===== src/verilog/ais_defs.vh =====
// constants for the converter input select and scan block
// Contract
// - bit 31 picks sample B negative input
// - bit 23 picks sample A negative input
// - bits 27:24 pick sample B positive input
// - bits 19:16 pick sample A positive input
// - unused select bits read zero, ignore writes
// - sixteen scan bits include or skip inputs
// - scan bits map inputs, unit, reference, ground
// - missing scanned inputs convert low reference
// - scan mask upper half reads zero
// - alternate mode: A first, then B, A
// - scan enable takes sample A positive from scan sequence, sample B keeps bits 27:24
// - offset calibration ties both inputs low reference
`ifndef AIS_DEFS_VH
`define AIS_DEFS_VH
// ****************************************
// register offsets
// ****************************************
`define AIS_ADDR_W        4
`define AIS_OFF_MUXSEL    4'h0
`define AIS_OFF_SCANMASK  4'h4
// ****************************************
// field positions
// ****************************************
`define AIS_NEG_B_BIT     31
`define AIS_POS_B_HI      27
`define AIS_POS_B_LO      24
`define AIS_NEG_A_BIT     23
`define AIS_POS_A_HI      19
`define AIS_POS_A_LO      16
`define AIS_MASK_HI       15
`define AIS_MASK_LO       0
`define AIS_SCAN_W        16
`define AIS_SCAN_IDX_W    4
`define AIS_SCAN_CTU      4'hD
`define AIS_SCAN_IREF     4'hE
// ****************************************
// reset values and selector codes
// ****************************************
`define AIS_RST_POS       4'h0
`define AIS_RST_MASK      16'h0000
`define AIS_RST_IDX       4'h0
`define AIS_RST_WORD      32'h00000000
`define AIS_LAST_AN       4'hC
`define AIS_SEL_TEMP      5'h0D
`define AIS_SEL_IREF      5'h0E
`define AIS_SEL_OPEN      5'h0F
`define AIS_SEL_CTU       5'h10
`define AIS_SEL_GND       5'h11
`define AIS_SEL_LOWREF    5'h12
`endif


===== src/verilog/ais_input_select.v =====
// converter input multiplexer selection and scan sequencing
//
// Chosen here: the register offsets and the address-and-strobe port.
`timescale 1ns/1ns
`include "ais_defs.vh"

module ais_input_select #(
  parameter NUM_AN = 13
) (
  input  wire        clock,
  input  wire        reset,
  input  wire [3:0]  regAddr,
  input  wire [31:0] regWrData,
  input  wire        regWrite,
  input  wire        regRead,
  output reg  [31:0] regRdData,
  input  wire        alternate_sample_ctrl,
  input  wire        scan_enable_ctrl,
  input  wire        offset_cal_ctrl,
  input  wire        sampleStart,
  output reg  [4:0]  posSelect,
  output reg         negIsAn1,
  output reg         usingSetB,
  output reg  [3:0]  scanIndex
);

  // ****************************************
  // configuration registers
  // ****************************************
  reg        neg_sel_b_q;
  reg        neg_sel_a_q;
  reg [3:0]  pos_sel_b_q;
  reg [3:0]  pos_sel_a_q;
  reg [15:0] scan_mask_bits_q;
  reg        altPhase_q;
  reg [3:0]  scanPtr_q;
  reg [3:0]  scanNext;
  reg [15:0] aboveMask;
  reg [31:0] selWord;
  reg [31:0] maskWord;
  reg        scanArmed_q;
  wire       selWrite;
  wire       maskWrite;
  wire       selRead;
  wire       maskRead;
  wire [3:0] aboveIdx;
  wire       aboveHit;
  wire [3:0] lowestIdx;
  wire       lowestHit;
  wire [3:0] scanCurrent;
  reg [4:0]  posRaw;
  reg [4:0]  posMapped;
  reg        negRaw;
  integer    i;

  // ****************************************
  // register bus decode
  // ****************************************
  // strobes qualified by offset, unmapped offsets match nothing
  assign selWrite  = regWrite && (regAddr == `AIS_OFF_MUXSEL);
  assign maskWrite = regWrite && (regAddr == `AIS_OFF_SCANMASK);
  assign selRead   = regRead && (regAddr == `AIS_OFF_MUXSEL);
  assign maskRead  = regRead && (regAddr == `AIS_OFF_SCANMASK);

  // register writes, reset to zero
  always @(posedge clock or posedge reset) begin
    if (reset) begin
      neg_sel_b_q      <= 1'b0;
      neg_sel_a_q      <= 1'b0;
      pos_sel_b_q      <= `AIS_RST_POS;
      pos_sel_a_q      <= `AIS_RST_POS;
      scan_mask_bits_q <= `AIS_RST_MASK;
    end else begin
      if (selWrite) begin
        neg_sel_b_q <= regWrData[`AIS_NEG_B_BIT];
        pos_sel_b_q <= regWrData[`AIS_POS_B_HI:`AIS_POS_B_LO];
        neg_sel_a_q <= regWrData[`AIS_NEG_A_BIT];
        pos_sel_a_q <= regWrData[`AIS_POS_A_HI:`AIS_POS_A_LO];
      end
      if (maskWrite) begin
        scan_mask_bits_q <= regWrData[`AIS_MASK_HI:`AIS_MASK_LO];
      end
    end
  end

  // readback words, unimplemented bits held at zero
  always @* begin
    selWord  = `AIS_RST_WORD;
    maskWord = `AIS_RST_WORD;
    selWord[`AIS_NEG_B_BIT]              = neg_sel_b_q;
    selWord[`AIS_POS_B_HI:`AIS_POS_B_LO] = pos_sel_b_q;
    selWord[`AIS_NEG_A_BIT]              = neg_sel_a_q;
    selWord[`AIS_POS_A_HI:`AIS_POS_A_LO] = pos_sel_a_q;
    maskWord[`AIS_MASK_HI:`AIS_MASK_LO]  = scan_mask_bits_q;
  end

  // read data one cycle after the strobe, zero otherwise
  always @(posedge clock or posedge reset) begin
    if (reset) begin
      regRdData <= `AIS_RST_WORD;
    end else if (selRead) begin
      regRdData <= selWord;
    end else if (maskRead) begin
      regRdData <= maskWord;
    end else begin
      regRdData <= `AIS_RST_WORD;
    end
  end

  // ****************************************
  // scan sequencing
  // ****************************************
  // set bits strictly above the current pointer
  always @* begin
    aboveMask = `AIS_RST_MASK;
    for (i = 0; i < `AIS_SCAN_W; i = i + 1) begin
      aboveMask[i] = scan_mask_bits_q[i] && (i > scanPtr_q);
    end
  end

  // lowest set bit above the pointer, the next step
  ais_lowest_bit #(
    .WIDTH (`AIS_SCAN_W),
    .IDX_W (`AIS_SCAN_IDX_W)
  ) uAbove (
    .bits  (aboveMask),
    .index (aboveIdx),
    .found (aboveHit)
  );

  // lowest set bit of the whole mask, the wrap target
  ais_lowest_bit #(
    .WIDTH (`AIS_SCAN_W),
    .IDX_W (`AIS_SCAN_IDX_W)
  ) uLowest (
    .bits  (scan_mask_bits_q),
    .index (lowestIdx),
    .found (lowestHit)
  );

  // step up to the next set bit, else wrap to the lowest
  always @* begin
    scanNext = aboveHit ? aboveIdx : lowestIdx;
  end

  // pointer held for the sample, arms on the lowest set bit first
  always @(posedge clock or posedge reset) begin
    if (reset) begin
      scanPtr_q   <= `AIS_RST_IDX;
      scanArmed_q <= 1'b0;
      altPhase_q  <= 1'b0;
    end else begin
      if (!scan_enable_ctrl) begin
        scanArmed_q <= 1'b0;
      end else if (sampleStart) begin
        scanArmed_q <= 1'b1;
        if (scanArmed_q) begin
          scanPtr_q <= scanNext;
        end else begin
          scanPtr_q <= lowestIdx;
        end
      end
      if (!alternate_sample_ctrl) begin
        altPhase_q <= 1'b0;
      end else if (sampleStart) begin
        altPhase_q <= ~altPhase_q;
      end
    end
  end

  // before arming the lowest set bit stands ready
  assign scanCurrent = scanArmed_q ? scanPtr_q : lowestIdx;

  // ****************************************
  // input selection
  // ****************************************
  // pick setting, scan, calibration override
  always @* begin
    negRaw = altPhase_q ? neg_sel_b_q : neg_sel_a_q;
    posRaw = {1'b0, altPhase_q ? pos_sel_b_q : pos_sel_a_q};
    if (scan_enable_ctrl && !altPhase_q) begin
      if (!lowestHit) begin
        posRaw = `AIS_SEL_LOWREF;
      end else if (scanCurrent <= `AIS_LAST_AN) begin
        posRaw = {1'b0, scanCurrent};
      end else if (scanCurrent == `AIS_SCAN_CTU) begin
        posRaw = `AIS_SEL_CTU;
      end else if (scanCurrent == `AIS_SCAN_IREF) begin
        posRaw = `AIS_SEL_IREF;
      end else begin
        posRaw = `AIS_SEL_GND;
      end
    end
    posMapped = posRaw;
    if (posRaw <= {1'b0, `AIS_LAST_AN} && posRaw >= NUM_AN[4:0]) begin
      posMapped = `AIS_SEL_LOWREF;
    end
    if (offset_cal_ctrl) begin
      posMapped = `AIS_SEL_LOWREF;
      negRaw    = 1'b0;
    end
  end

  // registered selection outputs
  always @(posedge clock or posedge reset) begin
    if (reset) begin
      posSelect <= `AIS_SEL_LOWREF;
      negIsAn1  <= 1'b0;
      usingSetB <= 1'b0;
      scanIndex <= `AIS_RST_IDX;
    end else begin
      posSelect <= posMapped;
      negIsAn1  <= negRaw;
      usingSetB <= altPhase_q;
      scanIndex <= scanCurrent;
    end
  end

endmodule

// ****************************************
// lowest set bit finder
// ****************************************
// priority pick of the lowest set bit, index zero when none is set
module ais_lowest_bit #(
  parameter WIDTH = 16,
  parameter IDX_W = 4
) (
  input  wire [WIDTH-1:0] bits,
  output reg  [IDX_W-1:0] index,
  output reg              found
);

  integer k;

  // walk down from the top so the lowest hit is written last
  always @* begin
    index = {IDX_W{1'b0}};
    found = 1'b0;
    for (k = WIDTH - 1; k >= 0; k = k - 1) begin
      if (bits[k]) begin
        index = k[IDX_W-1:0];
        found = 1'b1;
      end
    end
  end

endmodule


===== config.mk =====
export PLATFORM = sky130hd
export DESIGN_NAME = ais_input_select
export DESIGN_NICKNAME = d
export VERILOG_FILES = /design/src/verilog/ais_input_select.v
export VERILOG_INCLUDE_DIRS = /design/src /design/src/verilog
export SDC_FILE = /design/constraint.sdc
export NUM_CORES = 1
export LEC_CHECK = 0
export BUFFER_PORTS_ARGS = -buffer_cell sky130_fd_sc_hd__buf_2
export CORE_MARGIN = 4
export CORE_UTILIZATION = 25
export CTS_BUF_LIST = sky130_fd_sc_hd__clkbuf_4 sky130_fd_sc_hd__clkbuf_8 sky130_fd_sc_hd__clkbuf_16
export DETAILED_ROUTE_END_ITERATION = 12
export GPL_TIMING_DRIVEN = 0
export PLACE_DENSITY = 0.46
export SLEW_MARGIN = 40
export SYNTH_ARGS = -nofsm -noshare
export SYNTH_HDL_FRONTEND = slang
export SYNTH_SLANG_ARGS = --single-unit

===== constraint.sdc =====
create_clock -name clock -period 2.2 [get_ports clock]
set_clock_uncertainty 0.05 [all_clocks]
set_input_delay 0.22 -clock clock [delete_from_list [all_inputs] [get_ports clock]]
set_output_delay 0.22 -clock clock [all_outputs]
set_load 0.05 [all_outputs]

==> summary.txt, run 1 <==
Routing
  – Vias after detailed routing: 2,594
  – Vias/cell: 4.56
  – WL final: 8940 µm
  – WL/cell: 15.7 µm
  – DR iter-0 viols: 163
  – Post-route ant nets: 0
  – # DRC: 0
  – Drt pass-1 iters: 4

Min path
  – Hold path startpoint: alternate_sample_ctrl
  – Worst Hold Class: input port to flop
  – Hold depth: 2
  – Min-Delay Endpoint: altPhase_q$_DFFE_PP0P_

Yosys
  – Register area share after synthesis: 52.1%
  – Primary FF master, synth: dfrtp_1
  – Synth top area share: 50.5%
  – Mapped Area: 3320 µm²
  – Post-Synthesis Cells: 299
  – FF+latch count, synth: 69
  – Post-synth EDFFs: 0
  – Largest area contributor in the netlist: dfrtp_1
  – Asr flop ratio synth: 100%
  – Syn. warnings: 0
  – Mapped Avg Cell Area: 11.1 µm²
  – Synth cell types: 64
  – Synth area leaders: dfrtp_1 (51%), mux2_2 (8.8%), and2_1 (5.3%)

STA
  – Final hold slack: 43.0 ps
  – Fmax achieved: 0.478 GHz
  – Final hold vios: 0
  – Worst slew pin tran: 712 ps
  – Setup violations, final: 0
  – Final min period: 2090 ps
  – Worst slew margin: 52.4%
  – Final Cycle Share: 95.2%
  – Slew Limit Fails: 0
  – RSZ-0062 raised after global routing: false

Global route
  – Tot GR Track Use: 12.2%
  – Pin count of the biggest net entering global routing: 41
  – First-pass GRT wire length: 13,900 µm
  – Vias in the first global route: 2,593
  – GRT Residual Overflow: 0
  – Initial antenna violation count: 0

Placed design
  – Post-Place Cells: 550
  – Final GP Congestion: 0.823
  – Input/output buffers: 73
  – DP Area: 3950 µm²
  – HPWL Detailed: 6470 µm

Setup path
  – CP endpoint kind: flop
  – Crit path DAT: 2220 ps
  – Crit-path max FO: 6
  – CP Class: flop to flop
  – Reg2reg start: scan_mask_bits_q[2]$_DFFE_PP0P_
  – CP startpoint kind: flop
  – CP top delay family: simple AND/OR/NAND/NOR gates
  – Crit-path cells: or4_4, a211oi_4, mux2_4, nand2_1, o211ai_1, a211oi_1
  – CP bufs+invs: 0
  – Worst r2r path cells: 6
  – Crit path from: scan_mask_bits_q[2]$_DFFE_PP0P_
  – R2R setup slack: 110 ps
  – CP max-delay cell: or4_4
  – Reg2reg end: posSelect[0]$_DFF_PP0_
  – Critical Path Max Stage Delay: 580 ps
  – Worst EP required: 2330 ps

Die
  – Initial core utilization: 25.9%
  – Core area: 12,800 µm²
  – Die Ht: 123 µm
  – FP Rows: 41
  – Die width: 123 µm
  – Die area: 15,200 µm²
  – Ports: 87

Power and ir drop
  – Sw Share: 35.9%
  – Sw Pwr: 1.62 mW
  – Leakage: 2.07 nW
  – Cell internal pwr: 2.90 mW
  – Clk network pwr share: 32.0%
  – Overall power: 4.52 mW
  – Power share of the sequential group: 36.9%
  – PwrDens: 1040 nW/µm²
  – Combinational share of power: 31.1%
  – Max VDD drop: 0.414 mV

Status
  – Status: complete, no violations

Finish
  – Fill cells: 1,332
  – Area grow syn2layout: 31.0%
  – Finished Layout Cells: 569
  – Diode count: 0
  – Design area: 4350 µm²
  – Layout cell share with drive strength beyond 1: 41.3%
  – Fin nets: 436

CTS
  – Clock latency on the worst-skew pair: 340 ps
  – CTS max path bufs: 2
  – CTS H-Tree Depth: 3
  – CTS Buf Count: 9
  – Root Driver: clkbuf_16
  – Clk sinks: 69
  – Clock slew at reported path FFs: 60 ps
  – CTS tree: yes

Job
  – Max cap viols: 0
-- flip-flops by register name (all words and copies together) (netlist names) --
register and flops:
altPhase_q 1, neg_sel_a_q 1, negIsAn1 1, neg_sel_b_q 1, scanPtr_q 4, pos_sel_b_q 4, pos_sel_a_q 4, regRdData 26
scanIndex 4, usingSetB 1, scan_mask_bits_q 16, scanArmed_q 1, posSelect 5
-- how the worst max path moves through the flow --
stage / end / depth (start not counted)
floorplan: altPhase_q$_DFFE_PP0P_ / 1
global placement: scan_mask_bits_q[10]$_DFFE_PP0P_ / 2
detailed placement: scanPtr_q[0]$_DFFE_PP0P_ / 8
CTS: posSelect[2]$_DFF_PP0_ / 6
global route: posSelect[0]$_DFF_PP0_ / 7
finish: posSelect[0]$_DFF_PP0_ / 6
-- layer usage --
layer / up-vias / track usage [%] / wire, µm
met3: 13 / 3.61 / 504
li1: 1244 / - / -
met1: 1255 / 15.4 / 3860
met2: 82 / 19.6 / 4390
met4: 0 / 5.12 / 178
met5: - / 0 / 0
-- synth_stat cells, drive strengths merged, types with 5 or more instances --
library cell  number
a211oi             6
a21o               6
a21oi             14
and2              28
buf               14
clkbuf             7
dfrtp             67
inv               11
mux2              27
nand2             11
nor2              18
nor3               5
o21ai             13
-- power by group through the flow --
stage	clock [mW]	combinational [mW]	sequential, mW
6_report	1.45	1.41	1.67
3_3_place_gp	0	1.32	1.67
5_1_grt	1.55	1.54	1.70
2_1_floorplan	0	0.877	1.75
3_5_place_dp	0	1.33	1.67
4_1_cts	1.49	1.32	1.66
-- layout by cell type (no fill, tap or decap), types with 5 or more instances in the layout --
cell type / instances
nor3_1: 5
a21oi_1: 12
nor2_1: 17
nand2_1: 10
mux2_2: 26
inv_1: 8
clkbuf_1: 5
dfrtp_1: 63
clkbuf_16: 9
a21o_1: 6
conb_1: 6
buf_4: 10
buf_2: 76
and2_1: 28
o21ai_0: 10
-- metrics by stage --
step,util [%],setup TNS (ps),setup slack (ps)
6_report,33.9,0,107
5_1_grt,33.9,0,7.36
4_1_cts,33.1,0,9.08
3_5_place_dp,30.8,-127,-93.1
3_3_place_gp,30.5,-48540,-724
2_1_floorplan,-,0,193
-- cell families (layout without fill, tap and decap cells) --
logic type	count (synthesis)	in the layout	share of synthesized area (%)
multiplexers	28	28	9.58
AND/OR/NAND/NOR	92	92	15.8
other	1	6	0.113
XOR/XNOR	1	1	0.264
flip-flops	69	69	52.1
AO/OA/AOI/OAI	76	76	17.3
buffers and inverters	32	125	4.83
-- area by class of cell --
class | instances | area [µm²] | share of cell area, %
Buffer | 20 | 123 | 2.82
Clock buffer | 9 | 225 | 5.18
Clock inverter | 7 | 73.8 | 1.70
Inverter | 11 | 46.3 | 1.07
Multi-Input combinational cell | 203 | 1510 | 34.8
Sequential cell | 69 | 1730 | 39.9
Tap cell | 172 | 215 | 4.95
Timing Repair Buffer | 78 | 418 | 9.62
-- repair_timing --
| item | in CTS | in global routing |
|---|---|---|
| buffers inserted | 0 | 3 |
| hold buffers | 1 | 0 |
| pin swaps | 0 | 3 |
| endpoints found under the hold margin | 28 | 0 |
| setup endpoints to repair | 2 | 8 |
| cloned | 0 | 0 |
| resized for setup | 0 | 19 |
No activity file was read; power rests on OpenSTA's default activity.
==> inputs of run 2 (changes only) <==
- SETUP_SLACK_MARGIN: not set -> 0.15
- SLEW_MARGIN: 40 -> 30
==> summary.txt, run 2 (synthesized netlist as in run 1, its figures left out) <==
STA
  – Final Cycle Share: 94.5% (-0.64 points)
  – Final hold slack: 42.6 ps (-0.412 ps)
  – Slew Limit Fails: 0 (unchanged)
  – Final setup TNS: 0 ps (unchanged)
  – RSZ-0062 raised after global routing: true
  – Setup violations, final: 0 (unchanged)
  – Fmax achieved: 0.481 GHz (+0.68%)
  – Final min period: 2080 ps (-14.1 ps)
  – Worst slew margin: 39.7% (-13 points)
  – Final hold vios: 0 (unchanged)
  – Worst slew pin tran: 901 ps (+189 ps)

Routing
  – WL final: 9250 µm (+3.6%)
  – # DRC: 0 (unchanged)
  – Vias after detailed routing: 2,629 (+1.3%)
  – Drt pass-1 iters: 4 (unchanged)
  – DR iter-0 viols: 106 (-35%)
  – Vias/cell: 4.53 (-0.57%)
  – Post-route ant nets: 0 (unchanged)
  – WL/cell: 16.0 µm (+1.6%)

Die
  – Ports: 87 (unchanged)
  – FP Rows: 41 (unchanged)
  – Die width: 123 µm (unchanged)
  – Die area: 15,200 µm² (unchanged)
  – Initial core utilization: 25.9% (unchanged)
  – Die Ht: 123 µm (unchanged)
  – Core area: 12,800 µm² (unchanged)

Setup path
  – R2R setup slack: 120 ps (about the same)
  – Worst EP required: 2400 ps (+70 ps)
  – Crit-path max FO: 10 (+4)
  – Crit path DAT: 2270 ps (+50 ps)
  – CP Class: flop to flop
  – CP endpoint kind: flop
  – CP startpoint kind: flop

Power and ir drop
  – Leakage: 2.15 nW (+4.0%)
  – PwrDens: 1070 nW/µm² (+2.5%)
  – Max VDD drop: 0.375 mV (-9.4%)

Finish
  – Top flop regs: regRdData (26), scan_mask_bits_q (16), posSelect (5)
  – Commonest non-fill, non-tap cell in the layout: buf_2
  – Area grow syn2layout: 35.6%
  – Fill cells: 1,330 (-0.15%)
  – Max FFs per register: 26 (unchanged)
  – Commonest non-fill, non-tap cells in the layout: buf_2 (78), dfrtp_1 (63), and2_1 (28)
  – Largest Register: regRdData
  – Diode count: 0 (unchanged)
  – Layout cell share with drive strength beyond 1: 43.9% (+2.6 points)
  – Fin nets: 447 (+2.5%)

CTS
  – Clock slew at reported path FFs: 60 ps (about the same)
  – CTS max path bufs: 2 (unchanged)
  – Root Driver: clkbuf_16
  – Clock latency on the worst-skew pair: 340 ps (about the same)
  – CTS Buf Count: 9 (unchanged)
  – Clk sinks: 69 (unchanged)
  – CTS tree: yes
  – CTS H-Tree Depth: 3 (unchanged)

Global route
  – Vias in the first global route: 2,678 (+3.3%)
  – GRT Residual Overflow: 0 (unchanged)
  – First-pass GRT wire length: 14,300 µm (+2.7%)
  – Tot GR Track Use: 12.6% (+0.34 points)
  – Pin count of the biggest net entering global routing: 41 (unchanged)
  – Initial antenna violation count: 0 (unchanged)

Status
  – Status: complete, no violations

Placed design
  – Input/output buffers: 73 (unchanged)
  – HPWL Detailed: 6490 µm (+0.32%)
  – Final GP Congestion: 0.823 (unchanged)

Job
  – Max cap viols: 0 (unchanged)

Min path
  – Worst Hold Class: input port to flop
==> run 2: report_power, final <==
group	leakage (nW)	internal, mW	total, mW	switching (mW)
Clock	0.152	0.995	1.56	0.568
Combinational	1.11	0.660	1.59	0.927
Sequential	0.887	1.46	1.65	0.190
==> run 2: through the flow <==
stage	instances	util, %	area (µm²)	setup slack (ps)	total power, mW
3_5_place_dp	550	30.7	3940	-99.7	3.01
2_1_floorplan	304	-	3340	193	2.63
3_3_place_gp	549	30.5	3920	-724	2.98
6_report	580	35.1	4500	121	4.80
4_1_cts	574	34.3	4400	130	4.73
5_1_grt	580	35.1	4500	80.5	5.07
==> run 2: area by class of cell <==
cell class / count / area [µm²] / share of cell area, %
clock inverters: 7 / 97.6 / 2.17
multi-input cells: 203 / 1550 / 34.5
well taps: 172 / 215 / 4.78
repair buffers: 88 / 493 / 11.0
clock buffers: 9 / 225 / 5.01
inverters: 11 / 43.8 / 0.973
plain buffers: 21 / 138 / 3.06
flip-flops and latches: 69 / 1730 / 38.5
==> run 2: timing repair <==
item,CTS,global route
hold buffers,1,0
endpoints found under the hold margin,28,0
pin swaps,4,8
endpoints found under the setup margin,8,7
resized for setup,21,12
buffers inserted,7,6
==> run 2: worst max-delay path, cell delays in order (launching register included) <==
cell and delay [ps]:
dfrtp_1 400, buf_2 200, buf_2 210, a311oi_1 380
o221ai_1 190, a22oi_1 260, nor4_1 90, nor3b_1 210
==> run 2: path summary, 6_finish.rpt <==
check	start	to	depth (start not counted)
setup / recovery	scanPtr_q[3]$_DFFE_PP0P_	scanPtr_q[0]$_DFFE_PP0P_	7
hold / removal	alternate_sample_ctrl	altPhase_q$_DFFE_PP0P_	2
setup reg to reg	scanPtr_q[3]$_DFFE_PP0P_	scanPtr_q[0]$_DFFE_PP0P_	7
hold reg to reg	altPhase_q$_DFFE_PP0P_	usingSetB$_DFF_PP0_	0
max in group asynchronous	reset	posSelect[4]$_DFF_PP1_	4
min in group asynchronous	reset	scanIndex[0]$_DFF_PP0_	3
==> run 2: metal layers <==
layer | wire length [µm] | vias up | GRT usage [%]
li1 | - | 1264 | -
met1 | 4100 | 1279 | 16.2
met2 | 4460 | 69 | 19.6
met3 | 420 | 17 | 2.93
met4 | 272 | 0 | 6.51
met5 | 0 | - | 0
==> inputs of run 3 (changes only) <==
- ABC_AREA: not set -> 1
==> summary.txt, run 3 <==
Die
  – Die width: 120 µm (-3.0%)
  – Initial core utilization: 25.7% (-0.18 points)
  – Ports: 87 (unchanged)
  – Die area: 14,300 µm² (-5.8%)
  – Core area: 12,100 µm² (-5.6%)
  – Die Ht: 120 µm (-3.0%)
  – FP Rows: 40 (-2.4%)

Setup path
  – Crit path DAT: 2090 ps (-180 ps)
  – Reg2reg end: posSelect[0]$_DFF_PP0_
  – Worst EP required: 2350 ps (-50 ps)
  – Crit-path max FO: 6 (-4)
  – Reg2reg start: scan_mask_bits_q[8]$_DFFE_PP0P_
  – Worst r2r path cells: 13 (+6)
  – CP Class: flop to flop
  – R2R setup slack: 270 ps (+140 ps)
  – CP startpoint kind: flop
  – CP endpoint kind: flop

Finish
  – Largest Register: regRdData
  – Commonest non-fill, non-tap cells in the layout: nor2_1 (74), buf_2 (74), dfrtp_1 (66)
  – Area grow syn2layout: 33.1%
  – Diode count: 0 (unchanged)
  – Finished Layout Cells: 638 (+10%)
  – Layout cell share with drive strength beyond 1: 28.7% (-15 points)
  – Design area: 4140 µm² (-7.9%)
  – Core Util, Final: 34.2% (-0.88 points)
  – Max FFs per register: 26 (unchanged)
  – Fin nets: 509 (+14%)
  – Top flop regs: regRdData (26), scan_mask_bits_q (16), posSelect (5)

Min path
  – Hold path startpoint: sampleStart
  – Hold depth: 2 (unchanged)
  – Worst Hold Class: input port to flop
  – Min-Delay Endpoint: altPhase_q$_DFFE_PP0P_

Yosys
  – FF+latch count, synth: 69 (unchanged)
  – Synth area leaders: dfrtp_1 (54%), nor2_1 (8.9%), nand2_1 (7.5%)
  – Commonest cells in the synthesized netlist: nor2_1 (74), dfrtp_1 (67), nand2_1 (62), inv_1 (43), a21oi_1 (36)
  – Mapped Area: 3110 µm² (-6.2%)
  – Post-Synthesis Cells: 373 (+25%)
  – Count leader, synth: nor2_1
  – Asr flop ratio synth: 100% (unchanged)
  – Register area share after synthesis: 55.6% (+3.5 points)
  – Syn. warnings: 0 (unchanged)
  – Synth top area share: 53.9% (+3.4 points)
  – Mapped Avg Cell Area: 8.34 µm² (-25%)
  – Largest area contributor in the netlist: dfrtp_1
  – Primary FF master, synth: dfrtp_1
  – Post-synth EDFFs: 0 (unchanged)
  – Synth cell types: 31 (-52%)

Power and ir drop
  – Max VDD drop: 0.369 mV (-1.4%)
  – Leakage: 2.21 nW (+3.1%)
  – Overall power: 4.25 mW (-11%)
  – PwrDens: 1030 nW/µm² (-3.8%)

CTS
  – CTS max path bufs: 2 (unchanged)
  – Clock slew at reported path FFs: 50 ps (about the same)
  – Clock latency on the worst-skew pair: 330 ps (about the same)
  – CTS Buf Count: 9 (unchanged)
  – Clk sinks: 69 (unchanged)
  – Root Driver: clkbuf_16
  – Setup Buffers After CTS: 0 (-7)
  – CTS H-Tree Depth: 3 (unchanged)
  – CTS tree: yes

STA
  – Final hold vios: 0 (unchanged)
  – Slew Limit Fails: 0 (unchanged)
  – Setup slack after layout: 266 ps (+145 ps)
  – Final Cycle Share: 87.9% (-6.6 points)
  – Final setup TNS: 0 ps (unchanged)
  – Fmax achieved: 0.517 GHz (+7.5%)
  – Setup violations, final: 0 (unchanged)
  – RSZ-0062 raised after global routing: true
  – Final min period: 1930 ps (-145 ps)
  – Final hold slack: 42.4 ps (-0.193 ps)

Global route
  – GRT Residual Overflow: 0 (unchanged)
  – Pin count of the biggest net entering global routing: 38 (-7.3%)
  – Tot GR Track Use: 11.6% (-0.99 points)
  – Vias in the first global route: 2,716 (+1.4%)
  – Initial antenna violation count: 0 (unchanged)
  – First-pass GRT wire length: 13,200 µm (-7.6%)

Routing
  – DR iter-0 viols: 86 (-19%)
  – WL/cell: 12.6 µm (-21%)
  – Vias/cell: 4.19 (-7.6%)
  – Post-route ant nets: 0 (unchanged)
  – WL final: 8030 µm (-13%)
  – Drt pass-1 iters: 4 (unchanged)
  – Vias after detailed routing: 2,672 (+1.6%)
  – # DRC: 0 (unchanged)

Placed design
  – Input/output buffers: 74 (+1.4%)
  – Final GP Congestion: 0.836 (+1.6%)
  – HPWL Detailed: 6260 µm (-3.6%)
  – Pre-CTS setup slack: 235 ps (+335 ps)
  – Post-Place Cells: 621 (+13%)
  – DP Area: 3730 µm² (-5.2%)

Job
  – Max cap viols: 0 (unchanged)

Status
  – Status: complete, no violations
run 3: changes by cell type in the layout (fill, tap and decap cells not counted), moves of 9 or more:
cell     before  now
a21oi_1      12   35
and2_1       28    0
buf_4        21    6
inv_1         8   41
inv_2         2   11
mux2_2       26    0
nand2_1       9   62
nand3_1       3   17
nor2_1       18   74
run 3: how the worst max path moves through the flow:
| stage | from | endpoint | cells after the start |
|---|---|---|---|
| finish | scan_mask_bits_q[8]$_DFFE_PP0P_ | posSelect[0]$_DFF_PP0_ | 13 |
| global route | scan_mask_bits_q[7]$_DFFE_PP0P_ | posSelect[0]$_DFF_PP0_ | 11 |
| CTS | scan_mask_bits_q[0]$_DFFE_PP0P_ | posSelect[0]$_DFF_PP0_ | 11 |
| detailed placement | scan_mask_bits_q[0]$_DFFE_PP0P_ | posSelect[0]$_DFF_PP0_ | 11 |
| global placement | reset | scanIndex[3]$_DFF_PP0_ | 2 |
| floorplan | reset | altPhase_q$_DFFE_PP0P_ | 1 |
run 3: cells by family after synthesis:
family	Yosys count	share of synthesized area (%)
buf+inv	68	9.01
compound gates	64	12.5
simple gates	171	22.8
other cells	1	0.121
flops	69	55.6
run 3: critical path, stage by stage, from the launching register on:
cell     delay (ps)
dfrtp_1         370
inv_2           130
nand4_1         150
nor2_1          150
nor2_1           50
nor2_1           80
inv_1            60
nor2_1           80
a21oi_1          80
nor2_2          190
inv_2            50
or2_1           220
nand3_1          80
a21oi_1          60
run 3: timing repair:
item	CTS	global route
setup endpoints to repair	0	8
gates resized for setup	0	7
endpoints found under the hold margin	32	0
hold buffers	1	0
run 3: final cells by class:
cell class              count  area, µm²
clock inverters             6        134
fillers                  1349       7970
repair buffers             76        400
flip-flops and latches     69       1730
multi-input cells         241       1150
inverters                  55        211
plain buffers              13       71.3
clock buffers              10        239
well taps                 168        210
run 3: layer usage:
metal | part of all wire (%) | vias up | wire [µm] | GRT usage (%)
met4 | 1.5 | 0 | 124 | 4.87
met1 | 45 | 1247 | 3650 | 15.0
met3 | 5.2 | 9 | 418 | 2.73
met5 | 0 | - | 0 | 0
met2 | 48 | 58 | 3840 | 18.6
li1 | - | 1358 | - | -
run 3: report_power, final:
group / switching [mW] / leakage [nW] / internal [mW] / total, mW
Sequential: 0.110 / 0.843 / 1.43 / 1.54
Clock: 0.537 / 0.183 / 1.25 / 1.79
Combinational: 0.646 / 1.19 / 0.279 / 0.925
Total: 1.29 / 2.21 / 2.96 / 4.25
